## config.mk

```make
export PLATFORM = sky130hd
export DESIGN_NAME = bus_lock_queue_status_ctrl
export DESIGN_NICKNAME = d
export VERILOG_FILES = /design/src/hdl/bus_lock_queue_status_ctrl.v
export VERILOG_INCLUDE_DIRS = /design/src /design/src/hdl
export SDC_FILE = /design/constraint.sdc
export NUM_CORES = 1
export LEC_CHECK = 0
export BUFFER_PORTS_ARGS = -buffer_cell sky130_fd_sc_hd__buf_2
export CORE_MARGIN = 1
export CORE_UTILIZATION = 39
export DETAILED_ROUTE_END_ITERATION = 10
export PLACE_DENSITY = 0.78
export SLEW_MARGIN = 30
export SYNTH_ARGS = -nofsm -noshare
export SYNTH_HDL_FRONTEND = slang
export SYNTH_SLANG_ARGS = --single-unit
```

## constraint.sdc

```tcl
create_clock -name CORE_CLK -period 1.13 [get_ports CORE_CLK]
set_input_delay 0.0565 -clock CORE_CLK [delete_from_list [all_inputs] [get_ports CORE_CLK]]
set_output_delay 0.0565 -clock CORE_CLK [all_outputs]
set_load 0.01 [all_outputs]
```

## src/hdl/bus_lock_queue_status_regs.vh

```
// constants for the bus lock and queue status control block
`ifndef BUS_LOCK_QUEUE_STATUS_REGS_VH
`define BUS_LOCK_QUEUE_STATUS_REGS_VH
// queue report codes, bit1 bit0
`define QREP_NONE 2'h0
`define QREP_FIRST 2'h1
`define QREP_FLUSH 2'h2
`define QREP_NEXT 2'h3
// nmi interrupt type
`define NMI_TYPE 8'h02
// number of peripheral selects
`define PSEL_COUNT 7
// bus cycle kinds
`define CYC_READ 2'h1
`define CYC_WRITE 2'h2
`endif

```

## src/hdl/bus_lock_queue_status_ctrl.v

```verilog
// bus lock, hold arbitration, nmi, queue report, read strobe and peripheral selects
`timescale 1ns/1ns
`include "bus_lock_queue_status_regs.vh"
module bus_lock_queue_status_ctrl (
	input wire CORE_CLK,
	input wire RST_N,
	input wire CYC_ACTIVE,
	input wire [1:0] CYC_KIND,
	input wire CYC_LOCKED,
	input wire CYC_ALE,
	input wire [`PSEL_COUNT-1:0] CYC_REGION_HIT,
	input wire Q_FIRST,
	input wire Q_NEXT,
	input wire Q_FLUSH,
	input wire HOLD,
	input wire NMI,
	input wire QSMD_IN,
	output reg HLDA,
	output reg NMI_REQ,
	output wire [7:0] NMI_VECTOR_TYPE,
	output wire LOCK_N_O,
	output wire LOCK_N_OE,
	output wire LOCK_PULLUP,
	output reg RD_N,
	output wire ALE_QS0,
	output wire WR_N_QS1,
	output wire RD_N_OE,
	output wire QUEUE_MODE,
	output reg periph_select_0,
	output reg periph_select_1,
	output reg periph_select_2,
	output reg periph_select_3,
	output reg periph_select_4,
	output reg periph_select_5,
	output reg periph_select_6
);
	// registered state and next values
	reg in_reset_q;
	reg lock_q;
	reg lock_d;
	reg hlda_d;
	reg nmi_req_d;
	reg qmode_q;
	reg qmode_d;
	reg rd_n_d;
	reg wr_n_q;
	reg wr_n_d;
	reg ale_q;
	reg ale_d;
	reg [1:0] qrep_q;
	reg [1:0] qrep_d;
	reg [`PSEL_COUNT-1:0] psel_n_q;
	wire [`PSEL_COUNT-1:0] psel_n_d;
	wire locked_now;
	wire read_now;
	wire write_now;
	wire [2:0] q_events;

	// decoded view of the cycle now on the bus
	assign locked_now = CYC_ACTIVE & CYC_LOCKED;
	assign read_now = CYC_ACTIVE & (CYC_KIND == `CYC_READ);
	assign write_now = CYC_ACTIVE & (CYC_KIND == `CYC_WRITE);
	assign q_events = {Q_FLUSH, Q_FIRST, Q_NEXT};

	// reset tracker, high in reset and up to the first edge after it
	always @(posedge CORE_CLK or negedge RST_N) begin
		if (!RST_N) begin
			in_reset_q <= 1'b1;
		end else begin
			in_reset_q <= 1'b0;
		end
	end

	// lock follows a locked cycle one edge later
	always @* begin
		lock_d = locked_now;
	end

	// lock register, cleared by reset
	always @(posedge CORE_CLK or negedge RST_N) begin
		if (!RST_N) begin
			lock_q <= 1'b0;
		end else begin
			lock_q <= lock_d;
		end
	end

	// lock pin value, drive enable and weak keeper
	assign LOCK_N_O = ~lock_q;
	assign LOCK_N_OE = ~in_reset_q; // pin released while in reset
	assign LOCK_PULLUP = 1'b1; // weak keeper, always on

	// grant waits until neither the lock register nor the live cycle is locked
	always @* begin
		hlda_d = 1'b0;
		if (HOLD) begin
			if (HLDA) begin
				hlda_d = 1'b1; // grant stands until hold drops
			end else if (!lock_q && !locked_now) begin
				hlda_d = 1'b1;
			end
		end
	end

	// hold acknowledge register
	always @(posedge CORE_CLK or negedge RST_N) begin
		if (!RST_N) begin
			HLDA <= 1'b0;
		end else begin
			HLDA <= hlda_d;
		end
	end

	// nmi is never masked here
	always @* begin
		nmi_req_d = NMI;
	end

	// nmi request register
	always @(posedge CORE_CLK or negedge RST_N) begin
		if (!RST_N) begin
			NMI_REQ <= 1'b0;
		end else begin
			NMI_REQ <= nmi_req_d;
		end
	end
	assign NMI_VECTOR_TYPE = `NMI_TYPE; // fixed type 2

	// mode pin taken on every edge while reset is held, low selects queue mode
	always @* begin
		qmode_d = qmode_q;
		if (in_reset_q) begin
			qmode_d = ~QSMD_IN;
		end
	end

	// mode register has no reset, it must load while reset is held
	always @(posedge CORE_CLK) begin
		qmode_q <= qmode_d;
	end
	assign QUEUE_MODE = qmode_q;
	assign RD_N_OE = ~in_reset_q & ~qmode_q; // pin is the mode input in reset

	// queue event encoding, flush over first over next
	always @* begin
		case (q_events)
			3'h0: qrep_d = `QREP_NONE;
			3'h1: qrep_d = `QREP_NEXT;
			3'h2, 3'h3: qrep_d = `QREP_FIRST;
			default: qrep_d = `QREP_FLUSH;
		endcase
	end

	// read strobe low through read cycles
	always @* begin
		rd_n_d = ~read_now;
	end

	// read strobe register
	always @(posedge CORE_CLK or negedge RST_N) begin
		if (!RST_N) begin
			RD_N <= 1'b1;
		end else begin
			RD_N <= rd_n_d;
		end
	end

	// write strobe and address latch next values
	always @* begin
		wr_n_d = ~write_now;
		ale_d = CYC_ALE;
	end

	// write strobe and address latch registers
	always @(posedge CORE_CLK or negedge RST_N) begin
		if (!RST_N) begin
			wr_n_q <= 1'b1;
			ale_q <= 1'b0;
		end else begin
			wr_n_q <= wr_n_d;
			ale_q <= ale_d;
		end
	end

	// queue report register
	always @(posedge CORE_CLK or negedge RST_N) begin
		if (!RST_N) begin
			qrep_q <= `QREP_NONE;
		end else begin
			qrep_q <= qrep_d;
		end
	end

	// shared pins carry queue bits in queue mode
	assign ALE_QS0 = qmode_q ? qrep_q[0] : ale_q;
	assign WR_N_QS1 = qmode_q ? qrep_q[1] : wr_n_q;

	// peripheral selects, one register per region
	genvar i;
	generate
		for (i = 0; i < `PSEL_COUNT; i = i + 1) begin : g_psel
			assign psel_n_d[i] = ~(CYC_ACTIVE & CYC_REGION_HIT[i]);
			always @(posedge CORE_CLK or negedge RST_N) begin
				if (!RST_N) begin
					psel_n_q[i] <= 1'b1;
				end else begin
					psel_n_q[i] <= psel_n_d[i];
				end
			end
		end
	endgenerate

	// select registers onto the output pins
	always @* begin
		periph_select_0 = psel_n_q[0];
		periph_select_1 = psel_n_q[1];
		periph_select_2 = psel_n_q[2];
		periph_select_3 = psel_n_q[3];
		periph_select_4 = psel_n_q[4];
		periph_select_5 = psel_n_q[5];
		periph_select_6 = psel_n_q[6];
	end
endmodule // bus_lock_queue_status_ctrl

```

; ---- Yosys cells after proc, flatten, opt, wreduce, memory -nomap -nowiden
; Cells that the tools add are included.
[word_totals]
ff_bits = 17
in_bits = 20
output_inout_bits = 25
[op_classes]
eq_ne = 5
mux = 6
bitwise_logic = 24
reduce_logical = 5
[ops]
columns = cell, count
row1 = $not 1->1, 13
row2 = $and 1x1->1, 11
row3 = $eq 3x2->1 const B, 2
row4 = $pmux 2 s3, 1
row5 = $mux 1, 5
row6 = $eq 3x1->1 const B, 1
row7 = $logic_not 3->1, 1
row8 = $eq 2x1->1 const B, 1
row9 = $eq 2x2->1 const B, 1
row10 = $logic_not 1->1, 2
row11 = $reduce_or 2->1, 1
row12 = $logic_and 1x1->1, 1

; ---- Depth between registers and ports, before layout
[logic_depth]
depth_word = 6
depth_mapped = 2
mapped_depth_nobuf = 2

; ---- Worst setup path before layout
; OpenSTA, ideal clock, no wires.
[synth_path]
path_type = register -> output
start = register qmode_q (netlist: QUEUE_MODE)
end = output ALE_QS0
arrival_time_ps = 812
t_required_ps = 1074
path_slack_ps = 261
path_stages_with_launch = 2
path_cell_list = edfxtp_1 mux2_4
[synth_via]
elab_chain_len = 1
[synth_rtl]
columns = item, line
row1 = start: declaration, bus_lock_queue_status_ctrl.v:43  ; reg qmode_q;
row2 = start signal: assignment, bus_lock_queue_status_ctrl.v:139  ; qmode_q <= qmode_d;
row3 = $mux 1, bus_lock_queue_status_ctrl.v:195  ; assign ALE_QS0 = qmode_q ? qrep_q[0] : ale_q;
row4 = end: declaration, bus_lock_queue_status_ctrl.v:25  ; output wire ALE_QS0,
; No other way between the ends.

; ---- Worst setup path in the final report
; Ends and elaborated chain as after synthesis.

==> impl_metrics.py <==
metrics = {
    "run_status": {
        "outcome": "finished, violations left",
        "violations": "setup timing",
    },
    "cts": {
        "cts.clk_slew.worst_paths_ns": 0.09,
        "insertion_delay_ns": 0.28,
        "ctsHtreeMaxLevel": 1,
        "cts_tree": "done",
        "cts_sinks": 17,
        "clock_path_buffers": 2,
        "cts_root_buffer": "clkbuf_4",
        "numCtsBuffers": 3,
        "post_cts_buffers": 0,
    },
    "timing": {
        "fmax_ghz": 0.7959,
        "fin_worst_skew_ns": 0.00005379,
        "timing.final.crit_share_pct": 111.2,
        "tns_ns": -0.2517,
        "min_period_ns": 1.256,
        "hold_viol": 0,
        "finalSetupViolCount": 2,
        "finalWorstSetupSlack_ns": -0.1264,
        "drv_slew": 0,
        "rsz0062_at_grt": "yes",
    },
    "cells_and_area": {
        "final_core_util_pct": 66.26,
        "syn2layout_area_growth_pct": 55.49,
        "fin_nets": 126,
        "final_area_sq_um": 1010,
        "diodes": 0,
        "largest_reg_flops": 2,
        "drive_above_1_share_pct": 48.57,
        "regMostFlops": "qrep_q",
        "instances_no_fill": 121,
    },
    "synth": {
        "yosys-top-cells-area": "dfstp_2, dfrtp_1, buf_4",
        "synth_compound_area_share_pct": 3.083,
        "yosysWarnings": 0,
        "syn_area_sq_um": 649.4,
        "synth_cell_types": 14,
        "synthMuxAreaShare_pct": 4.624,
        "ys_seq_area_share_pct": 68.21,
        "ys_ff_latch": 17,
        "syn_inst": 51,
        "synthXorXnorAreaFrac_pct": 0,
        "synth_top_family_by_area": "buffers and inverters",
        "yosysTopAreaCellShare_pct": 40.46,
        "synth-simple-area-share_pct": 9.056,
        "syn_avg_cell_area_sq_um": 12.73,
        "synth_top_area_cell": "dfstp_2",
        "yosys.area_share.adder_pct": 0,
    },
    "power_and_ir_drop": {
        "net-switching-power_mw": 0.2812,
        "vdd_ir_drop_max_mv": 0.6001,
        "p_sw_share_pct": 23.83,
        "power_per_cell_area_nw_per_um2": 1168,
        "p_leak_nw": 0.5119,
        "p_comb_share_pct": 16.9,
        "seq_power_share_pct": 57.0,
        "finalPower_mw": 1.180,
        "intPower_mw": 0.8986,
        "clkPwrFrac_pct": 26.1,
    },
    "run": {
        "cap_violations": 0,
    },
    "die": {
        "coreArea_sq_um": 1524,
        "dieArea_sq_um": 1832,
        "die_w_um": 42.81,
        "boundaryPins": 45,
        "rows": 14,
        "die_h_um": 42.81,
        "floorplan.initialDensity_pct": 42.61,
    },
    "worst_hold_path": {
        "hold_class": "in -> reg",
    },
    "worst_setup_path": {
        "crit_path_top_delay_cell": "edfxtp_1",
        "cp_data_arrival_time_ns": 1.20,
        "crit_fanout": 4,
        "timing_worst_setup_path_type": "reg -> out",
        "startpoint_type": "register",
        "cp_cell_sequence": "mux2_4 > buf_6",
        "cp_slowest_stage_delay_ns": 0.47,
        "required_ns": 1.07,
        "endpoint_kind": "output pin",
    },
    "placed_design": {
        "gp_congestion": 0.6846,
        "postPlaceCellArea_sq_um": 799.5,
        "dp_cells": 100,
        "port_buffers": 35,
        "place_hpwl_um": 838.3,
    },
    "routing": {
        "totalWireLength_um": 1505,
        "dr.pass1.iters": 2,
        "ant_nets": 0,
        "routedWlPerCell_um": 12.44,
        "drc_errors": 0,
        "num_vias": 517,
        "viasPerCell": 4.273,
        "initialDrtViolationCount": 5,
    },
    "global_routing": {
        "grt_overflow_total": 0,
        "antenna_found_initial": 0,
        "grt_max_degree": 17,
        "grt_pass1_vias": 520,
        "grt_usage_pct": 18.51,
        "grt_pass1_wl_um": 2359,
    },
}
-- cell usage in the layout, fill, tap and decap left out --
cell type / instances
conb_1: 10
mux2_4: 2
inv_1: 4
nand3b_1: 2
dfrtp_1: 6
a21o_1: 1
buf_2: 33
buf_6: 2
clkinv_2: 1
edfxtp_1: 1
a21oi_1: 1
clkbuf_4: 3
nor2_1: 3
and2_1: 1
dlygate4sd3_1: 17
dfstp_2: 10
o21a_1: 1
nand2_1: 7
-- timing repair --
item,in CTS,in global routing
hold buffers,18,0
setup endpoints to repair,2,3
pin swaps,0,0
resized for setup,2,0
hold endpoints to repair,31,0
-- synthesized netlist by cell type, drive strengths merged --
master	count
edfxtp	1
buf	10
nand3b	2
nand2	7
inv	4
a21o	1
mux2	2
dfstp	10
and2	1
o21a	1
conb	2
a21oi	1
nor2	3
dfrtp	6
-- metrics by stage --
stage | hold WS [ns] | setup WS (ns)
5_1_grt | 0.005597 | -0.1809
4_1_cts | 0.006076 | -0.1366
6_report | 0.01585 | -0.1264
3_3_place_gp | -0.02910 | 0.2016
2_1_floorplan | -0.2391 | 0.2611
3_5_place_dp | -0.02924 | 0.1863
-- final cells by class --
| class | count | area, sq um |
|---|---|---|
| Tap cell | 16 | 20.02 |
| Fill cell | 111 | 514.2 |
| Inverter | 4 | 15.01 |
| Clock buffer | 3 | 22.52 |
| Sequential cell | 17 | 442.9 |
| Multi-Input combinational cell | 28 | 146.4 |
| Clock inverter | 1 | 5.005 |
| Timing Repair Buffer | 52 | 357.8 |
-- power by group through the flow --
stage / clock network [mW] / logic (mW) / registers, mW
2_1_floorplan: 0 / 0.0771 / 0.693
3_3_place_gp: 0 / 0.139 / 0.680
3_5_place_dp: 0 / 0.142 / 0.682
4_1_cts: 0.322 / 0.198 / 0.672
5_1_grt: 0.352 / 0.219 / 0.676
6_report: 0.308 / 0.200 / 0.673
-- layer usage --
layer | routed length, um | GRT usage (%) | vias to the layer above
met3 | 119 | 2.979 | 6
met5 | 0 | 0 | -
li1 | - | - | 242
met1 | 525 | 18.72 | 239
met4 | 49 | 13.75 | 0
met2 | 809 | 33.33 | 30
-- final timing paths --
path / endpoint / depth (start not counted) / startpoint / slack, ns
max: ALE_QS0 / 2 / QUEUE_MODE / -0.13
min: qrep_q[0] / 3 / Q_NEXT / 0.02
max in group asynchronous: periph_select_4 / 2 / RST_N / 0.63
min in group asynchronous: ale_q / 2 / RST_N / 0.21
max reg2reg: QUEUE_MODE / 0 / in_reset_q / 0.31
min reg2reg: HLDA / 1 / HLDA / 0.49
-- critical path: cells and delay by family (launching register included) --
family,cells,cell delay (ns)
buffers and inverters,1,0.12
multiplexers,1,0.33
flip-flops,1,0.47
-- logic make-up after synthesis --
group                  after synthesis
DFF                                 17
AOI/OAI and AO/OA                    3
and+or+nand+nor                     13
buffers and inverters               14
muxes                                2
other                                2
(Power assumes the default switching activity.)
